`config.mk`:
```
export PLATFORM = sky130hd
export DESIGN_NAME = sram_host
export DESIGN_NICKNAME = d
export VERILOG_FILES = /design/src/sram_host_pkg.sv /design/src/sram_pins_if.sv /design/src/sram_host.sv /design/src/sram_timer.sv /design/src/sram_out_sync.sv
export SDC_FILE = /design/constraint.sdc
export NUM_CORES = 1
export LEC_CHECK = 0
export BUFFER_PORTS_ARGS = -buffer_cell sky130_fd_sc_hd__buf_2
export CAP_MARGIN = 20
export CORE_ASPECT_RATIO = 1.2
export CORE_UTILIZATION = 35
export CTS_BUF_LIST = sky130_fd_sc_hd__clkbuf_2
export DETAILED_ROUTE_END_ITERATION = 10
export SLEW_MARGIN = 20
export SYNTH_ARGS = -nofsm -noshare
export SYNTH_HDL_FRONTEND = slang
export SYNTH_SLANG_ARGS = --single-unit
```
`constraint.sdc`:
```
create_clock -name clk -period 3.58 [get_ports clk]
set_clock_uncertainty 0.15 [all_clocks]
set_input_delay 0.358 -clock clk [delete_from_list [all_inputs] [get_ports clk]]
set_output_delay 0.358 -clock clk [all_outputs]
set_load 0.1 [all_outputs]
```
`src/sram_host_pkg.sv`:
```
`default_nettype none
package sram_host_pkg;
    localparam int ADDR_WIDTH      = 12;
    localparam int ROW_LSB         = 0;
    localparam int ROW_WIDTH       = 6;
    localparam int COL_LSB         = 6;
    localparam int COL_WIDTH       = 6;
    localparam int CLK_PERIOD_NS   = 20;
    // strobe timing in ns
    localparam int READ_STROBE_WIDTH_NS     = 200;
    localparam int WRITE_STROBE_WIDTH_NS    = 200;
    localparam int READ_STROBE_RECOVERY_NS  = 125;
    localparam int WRITE_STROBE_RECOVERY_NS = 125;
    localparam int ACCESS_CYCLE_PERIOD_NS   = 350;
    // least times round up
    localparam int READ_WIDTH_CYC  = (READ_STROBE_WIDTH_NS + CLK_PERIOD_NS - 1) / CLK_PERIOD_NS;
    localparam int WRITE_WIDTH_CYC = (WRITE_STROBE_WIDTH_NS + CLK_PERIOD_NS - 1) / CLK_PERIOD_NS;
    localparam int READ_REC_CYC    =
        (READ_STROBE_RECOVERY_NS + CLK_PERIOD_NS - 1) / CLK_PERIOD_NS;
    localparam int WRITE_REC_CYC   =
        (WRITE_STROBE_RECOVERY_NS + CLK_PERIOD_NS - 1) / CLK_PERIOD_NS;
    localparam int CYCLE_CYC       = (ACCESS_CYCLE_PERIOD_NS + CLK_PERIOD_NS - 1) / CLK_PERIOD_NS;
    localparam int CNT_WIDTH       = 8;
    localparam logic [CNT_WIDTH-1:0] CNT_ZERO = 8'h00;
    typedef enum logic [2:0] {
        ST_IDLE   = 3'b001,
        ST_STROBE = 3'b010,
        ST_RECOV  = 3'b100
    } state_type;
endpackage
`default_nettype wire

```
`src/sram_pins_if.sv`:
```
`default_nettype none
interface sram_pins_if;
    logic       sample;
    logic       dout_sync;
    logic       doutn_sync;
    modport ctrl (output sample, input dout_sync, input doutn_sync);
    modport sync (input sample, output dout_sync, output doutn_sync);
endinterface
`default_nettype wire

```
`src/sram_host.sv`:
```
`default_nettype none
// Function
// - write mode set before strobe rises
// - read mode set before strobe rises
// - write data stable before strobe rises
// - address stable before strobe rises
// - inputs may change once strobe high
// - read strobe high at least 200 ns
// - write strobe high at least 200 ns
// - read recovery low at least 125 ns
// - write recovery low at least 125 ns
// - full strobe cycle at least 350 ns
module sram_host
    import sram_host_pkg::*;
#(
    parameter int AW = ADDR_WIDTH
) (
    // clock and reset
    input  wire logic          clk,
    input  wire logic          resetn,
    // user request
    input  wire logic          req_valid,
    output logic               req_ready,
    input  wire logic          req_write,
    input  wire logic [AW-1:0] req_addr,
    input  wire logic          req_wdata,
    // user answer
    output logic               rsp_valid,
    output logic               rsp_rdata,
    output logic               rsp_error,
    // memory pins
    output logic               sel_strobe,
    output logic               rw_sel,
    output logic [AW-1:0]      addr_pin,
    output logic               din_pin,
    input  wire logic          dout_pin,
    input  wire logic          doutn_pin
);
    ////////////////////////////////////////////////////////////////////////
    sram_pins_if pins ();

    state_type            state_q;
    state_type            state_d;
    logic                 write_q;
    logic                 strobe_q;
    logic                 rw_q;
    logic [AW-1:0]        addr_q;
    logic                 din_q;
    logic                 rdata_q;
    logic                 rvalid_q;
    logic                 rerror_q;
    logic                 width_load;
    logic                 width_done;
    logic                 cyc_load;
    logic                 cyc_done;
    logic [CNT_WIDTH-1:0] width_val;
    logic [CNT_WIDTH-1:0] rec_val;
    logic                 take;

    assign pins.sample = strobe_q;

    sram_out_sync u_sync (
        .clk       (clk),
        .resetn    (resetn),
        .dout_pin  (dout_pin),
        .doutn_pin (doutn_pin),
        .pins      (pins)
    );

    // width timer reused for recovery
    sram_timer u_width (
        .clk    (clk),
        .resetn (resetn),
        .load   (width_load),
        .value  (state_q == ST_IDLE ? width_val : rec_val),
        .done   (width_done)
    );

    sram_timer u_cycle (
        .clk    (clk),
        .resetn (resetn),
        .load   (cyc_load),
        .value  (CNT_WIDTH'(CYCLE_CYC - 1)),
        .done   (cyc_done)
    );

    ////////////////////////////////////////////////////////////////////////
    // read strobe width
    // write strobe width
    // full count: the zero reached drops the strobe, so high lasts the whole width
    assign width_val = req_write ? CNT_WIDTH'(WRITE_WIDTH_CYC)
                                 : CNT_WIDTH'(READ_WIDTH_CYC);
    assign rec_val   = write_q ? CNT_WIDTH'(WRITE_REC_CYC - 1)
                               : CNT_WIDTH'(READ_REC_CYC - 1);

    assign req_ready  = (state_q == ST_IDLE) && cyc_done;
    assign take       = req_valid && req_ready;
    assign width_load = take || ((state_q == ST_STROBE) && width_done);
    assign cyc_load   = take;

    always_comb begin
        state_d = state_q;
        case (state_q)
            ST_IDLE: begin
                if (take) begin
                    state_d = ST_STROBE;
                end
            end
            ST_STROBE: begin
                if (width_done) begin
                    state_d = ST_RECOV;
                end
            end
            ST_RECOV: begin
                if (width_done) begin
                    state_d = ST_IDLE;
                end
            end
            default: state_d = ST_IDLE;
        endcase
    end

    always_ff @(posedge clk or negedge resetn) begin
        if (!resetn) begin
            state_q <= ST_IDLE;
        end else begin
            state_q <= state_d;
        end
    end

    ////////////////////////////////////////////////////////////////////////
    // address, mode and data are set up one cycle before the strobe rises
    // write mode before strobe
    always_ff @(posedge clk or negedge resetn) begin
        if (!resetn) begin
            rw_q    <= 1'b0;
            addr_q  <= '0;
            din_q   <= 1'b0;
            write_q <= 1'b0;
        end else if (take) begin
            rw_q    <= req_write;
            addr_q  <= req_addr;
            din_q   <= req_write & req_wdata;
            write_q <= req_write;
        end
    end

    always_ff @(posedge clk or negedge resetn) begin
        if (!resetn) begin
            strobe_q <= 1'b0;
        end else if ((state_q == ST_STROBE) && !width_done) begin
            strobe_q <= 1'b1;
        end else begin
            strobe_q <= 1'b0;
        end
    end

    always_ff @(posedge clk or negedge resetn) begin
        if (!resetn) begin
            rdata_q  <= 1'b0;
            rvalid_q <= 1'b0;
            rerror_q <= 1'b0;
        end else begin
            rvalid_q <= 1'b0;
            if ((state_q == ST_STROBE) && width_done) begin
                rvalid_q <= 1'b1;
                rdata_q  <= !write_q && pins.dout_sync;
                rerror_q <= !write_q && (pins.dout_sync == pins.doutn_sync);
            end
        end
    end

    assign sel_strobe = strobe_q;
    assign rw_sel     = rw_q;
    assign addr_pin   = addr_q;
    assign din_pin    = din_q;
    assign rsp_valid  = rvalid_q;
    assign rsp_rdata  = rdata_q;
    assign rsp_error  = rerror_q;

    ////////////////////////////////////////////////////////////////////////
    logic [CNT_WIDTH-1:0] hi_cnt_q;
    logic [CNT_WIDTH-1:0] lo_cnt_q;
    logic [CNT_WIDTH-1:0] since_q;
    // low count starts saturated so the first access after reset is legal
    always_ff @(posedge clk or negedge resetn) begin
        if (!resetn) begin
            hi_cnt_q <= CNT_ZERO;
            lo_cnt_q <= 8'hFF;
        end else begin
            hi_cnt_q <= strobe_q ? hi_cnt_q + 8'h01 : CNT_ZERO;
            lo_cnt_q <= strobe_q ? CNT_ZERO : ((lo_cnt_q == 8'hFF) ? lo_cnt_q : lo_cnt_q + 8'h01);
        end
    end

    // cycles since the last strobe rise, saturating
    always_ff @(posedge clk or negedge resetn) begin
        if (!resetn) begin
            since_q <= 8'hFF;
        end else if (strobe_q && (hi_cnt_q == CNT_ZERO)) begin
            since_q <= 8'h01;
        end else if (since_q != 8'hFF) begin
            since_q <= since_q + 8'h01;
        end
    end

    a_strobe_width_min: assert property (
        @(posedge clk) disable iff (!resetn)
        $fell(strobe_q) |-> hi_cnt_q >= CNT_WIDTH'(READ_WIDTH_CYC))
        else $error("strobe high too short");

    a_write_width_min: assert property (
        @(posedge clk) disable iff (!resetn)
        ($fell(strobe_q) && write_q) |-> hi_cnt_q >= CNT_WIDTH'(WRITE_WIDTH_CYC))
        else $error("write strobe too short");

    a_recovery_min: assert property (
        @(posedge clk) disable iff (!resetn)
        $rose(strobe_q) |-> lo_cnt_q >= CNT_WIDTH'(READ_REC_CYC))
        else $error("strobe low too short");

    a_setup_before: assert property (
        @(posedge clk) disable iff (!resetn)
        $rose(strobe_q) |-> $stable(addr_pin) && $stable(rw_sel) && $stable(din_pin))
        else $error("inputs moved at strobe rise");

    a_hold_during: assert property (
        @(posedge clk) disable iff (!resetn)
        strobe_q |=> (!strobe_q || $stable(addr_pin)))
        else $error("address moved under strobe");

    a_cycle_spacing: assert property (
        @(posedge clk) disable iff (!resetn)
        $rose(strobe_q) |-> since_q >= CNT_WIDTH'(CYCLE_CYC))
        else $error("access cycle too short");

    a_write_mode: assert property (
        @(posedge clk) disable iff (!resetn)
        take && req_write |=> rw_sel ##1 sel_strobe)
        else $error("write mode not set before strobe");

    a_read_answer: assert property (
        @(posedge clk) disable iff (!resetn)
        $fell(strobe_q) |-> rsp_valid && $past(state_q) == ST_STROBE)
        else $error("answer not at strobe fall");

    a_read_mode: assert property (
        @(posedge clk) disable iff (!resetn)
        take && !req_write |=> !rw_sel ##1 sel_strobe)
        else $error("read mode not set before strobe");

    a_data_setup: assert property (
        @(posedge clk) disable iff (!resetn)
        take && req_write |=> din_pin == $past(req_wdata))
        else $error("write data not presented");

    a_addr_taken: assert property (
        @(posedge clk) disable iff (!resetn)
        take |=> addr_pin == $past(req_addr))
        else $error("address not presented");

    a_idle_low: assert property (
        @(posedge clk) disable iff (!resetn)
        (state_q == ST_IDLE) |-> !sel_strobe)
        else $error("strobe high while idle");

    a_strobe_follows: assert property (
        @(posedge clk) disable iff (!resetn)
        take |=> !sel_strobe ##1 sel_strobe)
        else $error("strobe not raised after setup");

    a_pins_hold: assert property (
        @(posedge clk) disable iff (!resetn)
        !take |=> $stable(addr_pin) && $stable(rw_sel) && $stable(din_pin))
        else $error("memory pins moved without a request");

    a_answer_pulse: assert property (
        @(posedge clk) disable iff (!resetn)
        rsp_valid |=> !rsp_valid)
        else $error("answer longer than one cycle");

    a_write_rdata_zero: assert property (
        @(posedge clk) disable iff (!resetn)
        rsp_valid && rw_sel |-> !rsp_rdata && !rsp_error)
        else $error("write answer carries read data");
endmodule // sram_host
`default_nettype wire

```
`src/sram_timer.sv`:
```
`default_nettype none
module sram_timer
    import sram_host_pkg::*;
(
    // clock and reset
    input  wire logic                 clk,
    input  wire logic                 resetn,
    // control
    input  wire logic                 load,
    input  wire logic [CNT_WIDTH-1:0] value,
    output logic                      done
);
    logic [CNT_WIDTH-1:0] count_q;

    always_ff @(posedge clk or negedge resetn) begin
        if (!resetn) begin
            count_q <= CNT_ZERO;
        end else if (load) begin
            count_q <= value;
        end else if (count_q != CNT_ZERO) begin
            count_q <= count_q - 8'h01;
        end
    end

    assign done = (count_q == CNT_ZERO);
endmodule // sram_timer
`default_nettype wire

```
`src/sram_out_sync.sv`:
```
`default_nettype none
module sram_out_sync (
    // clock and reset
    input  wire logic clk,
    input  wire logic resetn,
    // pins
    input  wire logic dout_pin,
    input  wire logic doutn_pin,
    // to controller
    sram_pins_if.sync pins
);
    logic [2:0] d_q;
    logic [2:0] n_q;
    logic       d_stable_q;
    logic       n_stable_q;

    // third stage agreement filters a lone glitch
    always_ff @(posedge clk or negedge resetn) begin
        if (!resetn) begin
            d_q        <= 3'h0;
            n_q        <= 3'h0;
            d_stable_q <= 1'b0;
            n_stable_q <= 1'b0;
        end else begin
            d_q <= {d_q[1:0], dout_pin};
            n_q <= {n_q[1:0], doutn_pin};
            // outputs only mean something while the strobe is up
            if (pins.sample && (d_q[1] == d_q[2])) begin
                d_stable_q <= d_q[2];
            end
            if (pins.sample && (n_q[1] == n_q[2])) begin
                n_stable_q <= n_q[2];
            end
        end
    end

    assign pins.dout_sync  = d_stable_q;
    assign pins.doutn_sync = n_stable_q;
endmodule // sram_out_sync
`default_nettype wire

```
; ---- Word-level counts from Yosys, hierarchy flattened
; Index checks and enable logic that the tools add are counted.
[word_totals]
elab_cells = 55
regBits = 45
out_inout_bits = 19
[classes]
n_reduce_logical = 18
muxes = 11
add_sub_neg = 2
eq_ne = 9
bitwise_logic = 1
[op_table]
columns = cell, n
row1 = $mux 8, 4
row2 = $logic_not 8->1, 2
row3 = $reduce_bool 8->1, 2
row4 = $sub 8x1->8 const B, 2
row5 = $mux 3, 3
row6 = $pmux 3 s3, 1
row7 = $logic_and 1x1->1, 8
row8 = $ne 2x2->1 const B, 3
row9 = $mux 4, 1
row10 = $reduce_bool 2->1, 2
row11 = $eq 1x1->1, 3
row12 = $eq 3x1->1 const B, 1
row13 = $eq 3x2->1 const B, 1
row14 = $eq 3x3->1 const B, 1
row15 = $reduce_and 3->1, 1
row16 = $logic_not 1->1, 2
row17 = $mux 1, 2
row18 = $and 1x1->1, 1
row19 = $logic_or 1x1->1, 1

; ---- Logic depth before layout (Yosys ltp)
; Gate-level depths: netlist of run 1.
[depth]
depth_word = 5
mapped_depth = 6
depth_no_buf = 6

; ---- By module
; A second synthesis of run 1 with hierarchy kept.
[unflattened]
cells_unflattened = 188
hier_area_um2 = 2122.0
[modules_own_cells]
columns = mod, area_each_um2, instances, cells_each
row1 = sram_timer, 476.7, 2, 54
row2 = sram_host, 923.4, 1, 66
row3 = sram_out_sync, 245.2, 1, 14

; ---- Worst setup path before layout of run 1
; No wires, ideal clock.
[synth_timing]
kind = reg2out
startpoint = register u_cycle.count_q[0]
endpoint = output port req_ready
slack_ns = -1.126
path_stages_with_launch = 6
t_arrival_ns = 4.198
t_required_ns = 3.072
n_path_buf = 0
path_cell_list = dfrtp_1 -> inv_1 -> ha_1 -> nor4b_2 -> nand2_1 -> nor4b_1
[synth_between]
elab_chain_len = 2
[synth_lines]
columns = item, line_no
row1 = "start, declared", sram_timer.sv:13  ; logic [CNT_WIDTH-1:0] count_q;
row2 = "start signal, assigned", sram_timer.sv:19  ; count_q <= value;
row3 = "start signal, assigned", sram_timer.sv:21  ; count_q <= count_q - 8'h01;
row4 = $logic_not 8->1, sram_timer.sv:25  ; assign done = (count_q == CNT_ZERO);
row5 = $logic_and 1x1->1, sram_host.sv:96  ; assign req_ready = (state_q == ST_IDLE) && cyc_done;
row6 = "end, declared", sram_host.sv:23  ; output logic req_ready,
; Every way passes these cells.

; ---- Final worst setup path of run 1
[layout_timing]
startpoint = register u_cycle.count_q[1]
endpoint = output port req_ready
; Same word-level chain as after synthesis.

==> results of run 1 <==
[per-layer routing]
metal | part of all wire | up-vias | track usage | routed length, um
li1 | - | 706 | - | -
met1 | 0.47 | 684 | 0.161 | 1760
met2 | 0.47 | 42 | 0.244 | 1760
met3 | 0.049 | 7 | 0.0288 | 185
met4 | 0.019 | 0 | 0.0655 | 72
met5 | 0 | - | 0 | 0
[per-stage QoR]
step | cell area (um^2) | setup slack [ps] | util | instances
floorplan | 1990 | 269 | - | 165
global placement | 2230 | 1210 | 0.416 | 260
detailed placement | 2230 | 1160 | 0.416 | 260
CTS | 2370 | 667 | 0.442 | 278
global route | 2400 | 521 | 0.448 | 281
finish | 2400 | 726 | 0.448 | 281
[sequential cells by signal, summed over array words and instances (netlist names), 3 cells and up]
name,flops
u_sync.d_q,3
u_width.count_q,8
u_cycle.count_q,8
u_sync.n_q,3
addr_pin,12
state_q,3
[cells by family after synthesis]
kind of cell               Yosys count
and+or+nand+nor                     53
DFF                                 45
AOI/OAI and AO/OA                   32
muxes                               18
buffers and inverters               10
xor gates and xnor gates             4
adders and majority gates            3
[worst max-delay path by stage]
stage                            start            to  slack (ps)  depth (start not counted)
floorplan           u_cycle.count_q[0]     req_ready         270                          5
global placement    u_cycle.count_q[0]  addr_pin[10]        1210                          5
detailed placement  u_cycle.count_q[0]     req_ready        1160                          6
CTS                 u_cycle.count_q[1]     req_ready         670                          6
global route        u_cycle.count_q[1]     req_ready         520                          6
finish              u_cycle.count_q[1]     req_ready         730                          6
[worst max-delay path, stage by stage, from the launching register on]
cell and delay, ps:
dfrtp_1 450, inv_1 70, ha_1 260, nor4b_2 300
nand2_1 150, nor4b_2 250, buf_2 470
[final cells by class]
type                            count  area [um^2]
Clock buffer                        7         35.0
Clock inverter                      1         3.75
Fill cell                         531         2970
Inverter                            6         23.8
Multi-Input combinational cell    110          818
Sequential cell                    45         1130
Tap cell                           62         77.6
Timing Repair Buffer               50          318
[cell usage after synthesis, types with 2 or more instances]
cell type,count,share of area
o21ai_0,10,0.025
mux2_4,2,0.015
o31ai_1,3,0.011
inv_1,5,0.0095
or3_1,3,0.0095
nor3_1,5,0.013
buf_2,3,0.0076
nand4_1,2,0.0063
or4_1,3,0.011
nand2b_1,4,0.013
nor4_1,2,0.0063
ha_1,3,0.019
nor2b_1,2,0.0063
dfrtp_1,44,0.56
mux2_2,16,0.091
a21o_1,3,0.011
or4b_1,2,0.010
a21oi_1,13,0.033
nor2_1,10,0.019
nand2_1,5,0.0095
nand3_1,3,0.0076
nor3b_1,2,0.0076
xnor2_1,3,0.013
[timing repair]
item                                    in CTS  in global routing
hold buffers                                10                  3
endpoints found under the setup margin       0                  0
endpoints found under the hold margin       53                  3
setup buffers                                0                  0
[power breakdown]
part | switching [uW] | internal (uW)
combinational | 17.2 | 20.6
sequential | 4.00 | 515
clock | 148 | 52.3
==> summary.txt, run 1 <==
Layout area overhead -> 21.3%
mapped cell area -> 1980 um^2
largest family of logic cells by synthesized area -> simple AND/OR/NAND/NOR gates
launch point of the worst hold path -> req_addr[9]
hold path depth -> 2
Setup TNS -> 0 ps
syn_area_per_cell -> 12.0 um^2
routed via count -> 1439
r2r startpoint -> u_cycle.count_q[1]
layout net count -> 240
status -> finished, violations left
Routed WL -> 3780 um
max cap viols -> 0
GR Overflow Total -> 0
Crit Path Max Fanout -> 7
YS warnings -> 0
antenna cell count -> 0
Post-Synth Simple-Gate Area -> 0.173
Final ANT Viol Nets -> 0
Starting Density -> 0.369
initial antenna violation count -> 0
post-CTS resize count -> 0
num rows -> 29
most frequent cells in the layout -> dfrtp_1 (44), buf_2 (36), mux2_2 (16)
XOR/XNOR Fraction of Synth Area -> 0.0177
worst slew pin tran -> 755 ps
Static Leak -> 0.00120 uW
destination of the worst hold path -> addr_pin[9]
part of the Yosys area used for sequential elements -> 0.569
Port Buffers -> 37
Top FF cell, synth -> dfrtp_1
number of synthesized flops with an enable pin -> 0
Slew HR -> 0.492
clk slew on worst S/H paths -> 200 ps
multiplexer share of the synthesized area -> 0.106
global-route wire length before repair -> 6580 um
fin crit period -> 2850 ps
proportion of layout cells with a drive suffix above 1 -> 0.324
commonest non-fill, non-tap cell in the layout -> dfrtp_1
Clk Latency, worst-skew pair -> 400 ps
Critical Path AT -> 2350 ps
startpoint types -> flip-flop
CP endpoint kind -> output pin
post-synthesis register bit count -> 45
ratio of final minimum period to clock period -> 0.797
Worst Reg-to-Reg Cells -> 5
Fin. Hold Viols -> 0
reg2reg end -> addr_pin[3]
Gate Count Post-Synth -> 165
post-synth net total -> 187
RSZ-0062 raised after global routing -> false
Iter 0 DRT Violations -> 67
DR vias/cell -> 5.12
final setup fails -> 0
critical path class -> reg -> out
Worst Path Required -> 3070 ps
CTS root buf -> clkbuf_2
vias in the first global route -> 1523
IO Count -> 38
Power Density -> 315 nW/um^2
die height -> 84.4 um
post-synthesis compound-gate area fraction -> 0.0941
area of the core -> 5370 um^2
worst hold-check path type -> in -> reg
chip width -> 70.7 um
GRT Util Overall -> 0.139
detailed-route DRC error count -> 2
Netlist cell types -> 40
HPWL Detailed -> 2530 um
H-tree depth -> 2
Peak Freq -> 350 MHz
CTS Buf Count -> 5
Post-synth ARST share -> 1.00
total power -> 756 uW
Slew Limit Fails -> 0
CTS Sinks -> 45
Wirelength per Cell -> 13.4 um
violated checks -> design-rule violations
largest net degree at the start of global routing -> 46
slack of the worst reg-to-reg path -> 1170 ps
adder-cell share of the synthesized area -> 0.0189
hold slack -> 42.8 ps
CTS tree -> done
die area -> 5970 um^2
VDD IR max -> 143 uV
CTS max path bufs -> 2
drt pass-1 iters -> 7
GPL Wtd Cong -> 0.789
(Power assumes the default switching activity.)
==> inputs of run 2 (changes only) <==
clock period = 2.73 ns   (was 3.58 ns; I/O delays follow)
==> summary.txt, run 2 (synthesis gave the netlist of run 1 again) <==
GRT Util Overall -> 0.141 (+0.00175)
largest net degree at the start of global routing -> 46 (unchanged)
violated checks -> design-rule violations
Slew Limit Fails -> 0 (unchanged)
vias in the first global route -> 1503 (-1.3%)
antenna cell count -> 0 (unchanged)
GR Overflow Total -> 0 (unchanged)
critical path class -> reg -> out
DP Area -> 2260 um^2 (+1.4%)
Clk Latency, worst-skew pair -> 400 ps (about the same)
Routed WL -> 3800 um (+0.56%)
initial antenna violation count -> 0 (unchanged)
Critical Path AT -> 2100 ps (-250 ps)
global-route wire length before repair -> 6600 um (+0.32%)
area of the core -> 5370 um^2 (unchanged)
CP endpoint kind -> output pin
VDD IR max -> 316 uV (+120%)
final setup fails -> 0 (unchanged)
Layout area overhead -> 28.9%
CTS tree -> done
max cap viols -> 0 (unchanged)
drt pass-1 iters -> 7 (unchanged)
proportion of layout cells with a drive suffix above 1 -> 0.335 (+0.0106)
Starting Density -> 0.369 (unchanged)
Wirelength per Cell -> 13.1 um (-2.2%)
RSZ-0062 raised after global routing -> false
Filler cells -> 499 (-6.0%)
# Post-CTS Setup Buffers -> 0 (unchanged)
Port Buffers -> 37 (unchanged)
most frequent cells in the layout -> dfrtp_1 (44), buf_2 (35), dlygate4sd3_1 (18)
Crit Path Max Fanout -> 7 (unchanged)
commonest non-fill, non-tap cell in the layout -> dfrtp_1
Worst Path Required -> 2310 ps (-760 ps)
Slew HR -> 0.495 (+0.00235)
HPWL Detailed -> 2580 um (+1.9%)
Iter 0 DRT Violations -> 55 (-18%)
CTS root buf -> clkbuf_2
worst hold-check path type -> in -> reg
die area -> 5970 um^2 (unchanged)
CTS max path bufs -> 2 (unchanged)
DR vias/cell -> 5.14 (+0.34%)
die height -> 84.4 um (unchanged)
layout net count -> 248 (+3.3%)
CTS Sinks -> 45 (unchanged)
worst slew pin tran -> 751 ps (-3.49 ps)
ratio of final minimum period to clock period -> 0.926
hold slack -> 212 ps (+169 ps)
IO Count -> 38 (unchanged)
Final ANT Viol Nets -> 0 (unchanged)
chip width -> 70.7 um (unchanged)
Static Leak -> 0.00127 uW (+5.7%)
Fin. Hold Viols -> 0 (unchanged)
H-tree depth -> 2 (unchanged)
Peak Freq -> 396 MHz
fin crit period -> 2530 ps
Design Area, Final -> 2550 um^2 (+6.2%)
Power Density -> 465 nW/um^2 (+48%)
GPL Wtd Cong -> 0.769 (-2.6%)
Setup TNS -> 0 ps (unchanged)
startpoint types -> flip-flop
Largest register FFs -> 12 (unchanged)
routed via count -> 1485 (+3.2%)
num rows -> 29 (unchanged)
CTS Buf Count -> 5 (unchanged)
detailed-route DRC error count -> 2 (unchanged)
status -> finished, violations left
clk slew on worst S/H paths -> 220 ps (+20 ps)
==> run 2: changes by cell type in the layout (fill, tap and decap cells not counted), moves of 2 or more <==
cell	before	now
buf_4	1	4
bufinv_16	0	2
clkbuf_2	7	5
dlygate4sd3_1	13	18
nor4b_2	2	0
nor4b_4	0	2
==> run 2: cell type report <==
type / count / area (um^2) / share of cell area
flip-flops and latches: 45 / 1130 / 0.441
clock buffers: 5 / 25.0 / 0.00980
clock inverters: 3 / 65.1 / 0.0255
well taps: 62 / 77.6 / 0.0304
repair buffers: 58 / 397 / 0.155
inverters: 6 / 23.8 / 0.00931
multi-input cells: 110 / 838 / 0.328
==> run 2: metal layers <==
metal,vias to the layer above,share of wire,global-route usage
met3,5,0.057,0.0360
met2,50,0.49,0.239
met1,712,0.44,0.168
met4,0,0.013,0.0600
met5,-,0,0
li1,718,-,-
==> run 2: repair_timing <==
| action | CTS | global route |
|---|---|---|
| hold buffers | 18 | 0 |
| setup endpoints to repair | 1 | 1 |
| gates resized for setup | 2 | 2 |
| endpoints found under the hold margin | 60 | 0 |
| cloned | 0 | 0 |
==> run 2: path summary, 6_finish.rpt <==
check,end,cells past startpoint,from,slack [ps]
worst min register to register,u_sync.d_q[1],0,u_sync.d_q[0],230
min in group asynchronous,u_cycle.count_q[3],2,resetn,220
worst min-delay path,u_cycle.count_q[4],4,req_valid,210
worst max register to register,rw_sel,5,u_cycle.count_q[0],510
worst max-delay path,req_ready,6,u_cycle.count_q[0],200
max in group asynchronous,state_q[0],2,resetn,1830
==> run 2: per-stage QoR <==
step                power (uW)  instances  utilization  worst slack [ps]
floorplan                  700        165            -               129
global placement           728        263        0.421               417
detailed placement         728        263        0.421               379
CTS                       1210        289        0.473              36.7
global route              1240        289        0.476              46.4
finish                    1190        289        0.476               203
==> run 2: worst max-delay path, stage by stage (launching register included) <==
cell     delay (ps)
dfrtp_1         460
inv_1            80
ha_2            240
nor4b_4         240
nand2_1         160
nor4b_4         260
buf_6           260
==> run 2: report_power, final <==
| group | leakage (uW) | switching (uW) | internal (uW) |
|---|---|---|---|
| Combinational | 0.000639 | 23.0 | 31.7 |
| Sequential | 0.000578 | 4.99 | 675 |
| Clock | 0.0000529 | 209 | 245 |
==> inputs of run 3 (changes only) <==
PLACE_DENSITY = 0.67   (was default)
clock period = 2.4 ns   (was 2.73 ns; I/O delays follow)
==> summary.txt, run 3 (synthesis gave the netlist of run 1 again) <==
status -> finished, violations left
violated checks -> design-rule violations
CP endpoint kind -> output pin
P_int -> 881 uW (-7.5%)
VDD IR max -> 241 uV (-23%)
Worst Reg-to-Reg Cells -> 6 (+1)
die area -> 5970 um^2 (unchanged)
Routed WL -> 3870 um (+1.8%)
most frequent cells in the layout -> dfrtp_1 (44), buf_2 (36), dlygate4sd3_1 (18)
CTS root buf -> clkbuf_2
Peak Freq -> 426 MHz
ratio of final minimum period to clock period -> 0.979
crit path launch -> u_cycle.count_q[0]
Crit Path Max Fanout -> 4 (-3)
initial antenna violation count -> 0 (unchanged)
Final ANT Viol Nets -> 0 (unchanged)
Critical Path AT -> 1960 ps (-140 ps)
Largest register FFs -> 12 (unchanged)
proportion of layout cells with a drive suffix above 1 -> 0.380 (+0.0449)
Design Area, Final -> 2630 um^2 (+2.9%)
RSZ-0062 raised after global routing -> true
reg2reg end -> rsp_rdata
commonest non-fill, non-tap cell in the layout -> dfrtp_1
HPWL Detailed -> 2600 um (+1.1%)
clock network power share -> 0.284 (-0.098)
drt pass-1 iters -> 7 (unchanged)
H-tree depth -> 2 (unchanged)
r2r startpoint -> u_width.count_q[0]
Static Leak -> 0.00131 uW (+3.1%)
chip width -> 70.7 um (unchanged)
critical path class -> reg -> out
num rows -> 29 (unchanged)
DR vias/cell -> 5.12 (-0.35%)
Clk Latency, worst-skew pair -> 430 ps (+30 ps)
layout net count -> 258 (+4.0%)
worst hold-check path type -> in -> async
area of the core -> 5370 um^2 (unchanged)
worst slew pin tran -> 593 ps (-158 ps)
clk slew on worst S/H paths -> 250 ps (+30 ps)
CTS tree -> done
GR Overflow Total -> 0 (unchanged)
Starting Density -> 0.369 (unchanged)
DP Area -> 2330 um^2 (+2.9%)
Port Buffers -> 37 (unchanged)
Power Density -> 446 nW/um^2 (-4.2%)
logic gate share of total power -> 0.056 (+0.010)
IO Count -> 38 (unchanged)
Wirelength per Cell -> 12.9 um (-1.6%)
Iter 0 DRT Violations -> 68 (+24%)
CTS Sinks -> 45 (unchanged)
final setup fails -> 0 (unchanged)
Layout area overhead -> 32.6%
P_sw -> 291 uW (+23%)
GPL Wtd Cong -> 0.793 (+3.2%)
largest net degree at the start of global routing -> 25 (-46%)
GRT Util Overall -> 0.140 (-0.000334)
max cap viols -> 0 (unchanged)
Net Sw Frac -> 0.249 (+0.0493)
startpoint types -> flip-flop
CTS Buf Count -> 5 (unchanged)
fin crit period -> 2350 ps
vias in the first global route -> 1508 (+0.33%)
global-route wire length before repair -> 6620 um (+0.42%)
Worst Path Required -> 2010 ps (-300 ps)
Setup TNS -> 0 ps (unchanged)
Slew HR -> 0.604 (+0.109)
slack of the worst reg-to-reg path -> 230 ps (-280 ps)
Fin. Hold Viols -> 0 (unchanged)
die height -> 84.4 um (unchanged)
Flop pwr share -> 0.660 (+0.088)
routed via count -> 1531 (+3.1%)
antenna cell count -> 0 (unchanged)
Finished Core Util -> 0.489 (+0.0137)
CTS max path bufs -> 2 (unchanged)
detailed-route DRC error count -> 6 (+4)
Slew Limit Fails -> 0 (unchanged)
[run 3: changes by cell type in the layout (fill, tap and decap cells not counted), sizes merged]
cell,before,now
buf,40,50
bufinv,2,0
clkinvlp,0,1
inv,5,6
[run 3: final cells by class]
cell class | instances | area [um^2]
Inverter | 6 | 23.8
Tap cell | 62 | 77.6
Clock buffer | 5 | 25.0
Sequential cell | 45 | 1130
Clock inverter | 3 | 21.3
Fill cell | 499 | 2740
Multi-Input combinational cell | 110 | 862
Timing Repair Buffer | 68 | 490
[run 3: worst max-delay path by stage]
stage               slack, ps  cells after the start   endpoint
floorplan                 -80                      5  req_ready
global placement          260                      6  rsp_rdata
detailed placement        210                      6  rsp_rdata
CTS                         5                      6  req_ready
global route              -80                      6  req_ready
finish                     50                      6  req_ready
[run 3: metal layers]
layer,vias up,wire [um],global-route usage,share of wire
li1,741,-,-,-
met1,733,1730,0.165,0.45
met2,49,1860,0.238,0.48
met3,8,214,0.0456,0.055
met4,0,65,0.0545,0.017
met5,-,0,0,0
[run 3: stage by stage]
stage          instances  total power (uW)  setup WS [ps]  hold WS (ps)
6_report             299              1170           50.2           122
5_1_grt              299              1230          -75.4           157
4_1_cts              294              1200           5.26           120
3_5_place_dp         265               832            213           106
3_3_place_gp         265               831            265           107
2_1_floorplan        165               796          -78.3          -206
[run 3: critical path, cell delays in order (launching register included)]
cell and delay, ps:
dfrtp_1 450, inv_2 70, ha_4 150, nor4b_4 230, nand2_2 110, nor4b_4 310
buf_12 210
[run 3: repair_timing]
item | CTS | global route
endpoints found under the setup margin | 1 | 1
pin swaps | 1 | 2
buffers inserted | 3 | 5
cloned | 0 | 0
hold buffers | 18 | 0
endpoints found under the hold margin | 53 | 0
resized for setup | 1 | 1
[run 3: power by group through the flow]
stage	Clock, uW	Combinational (uW)	Sequential, uW
3_5_place_dp	0	44.6	787
6_report	332	65.6	774
2_1_floorplan	0	10.1	786
4_1_cts	356	67.2	775
5_1_grt	379	74.1	776
3_3_place_gp	0	44.0	787
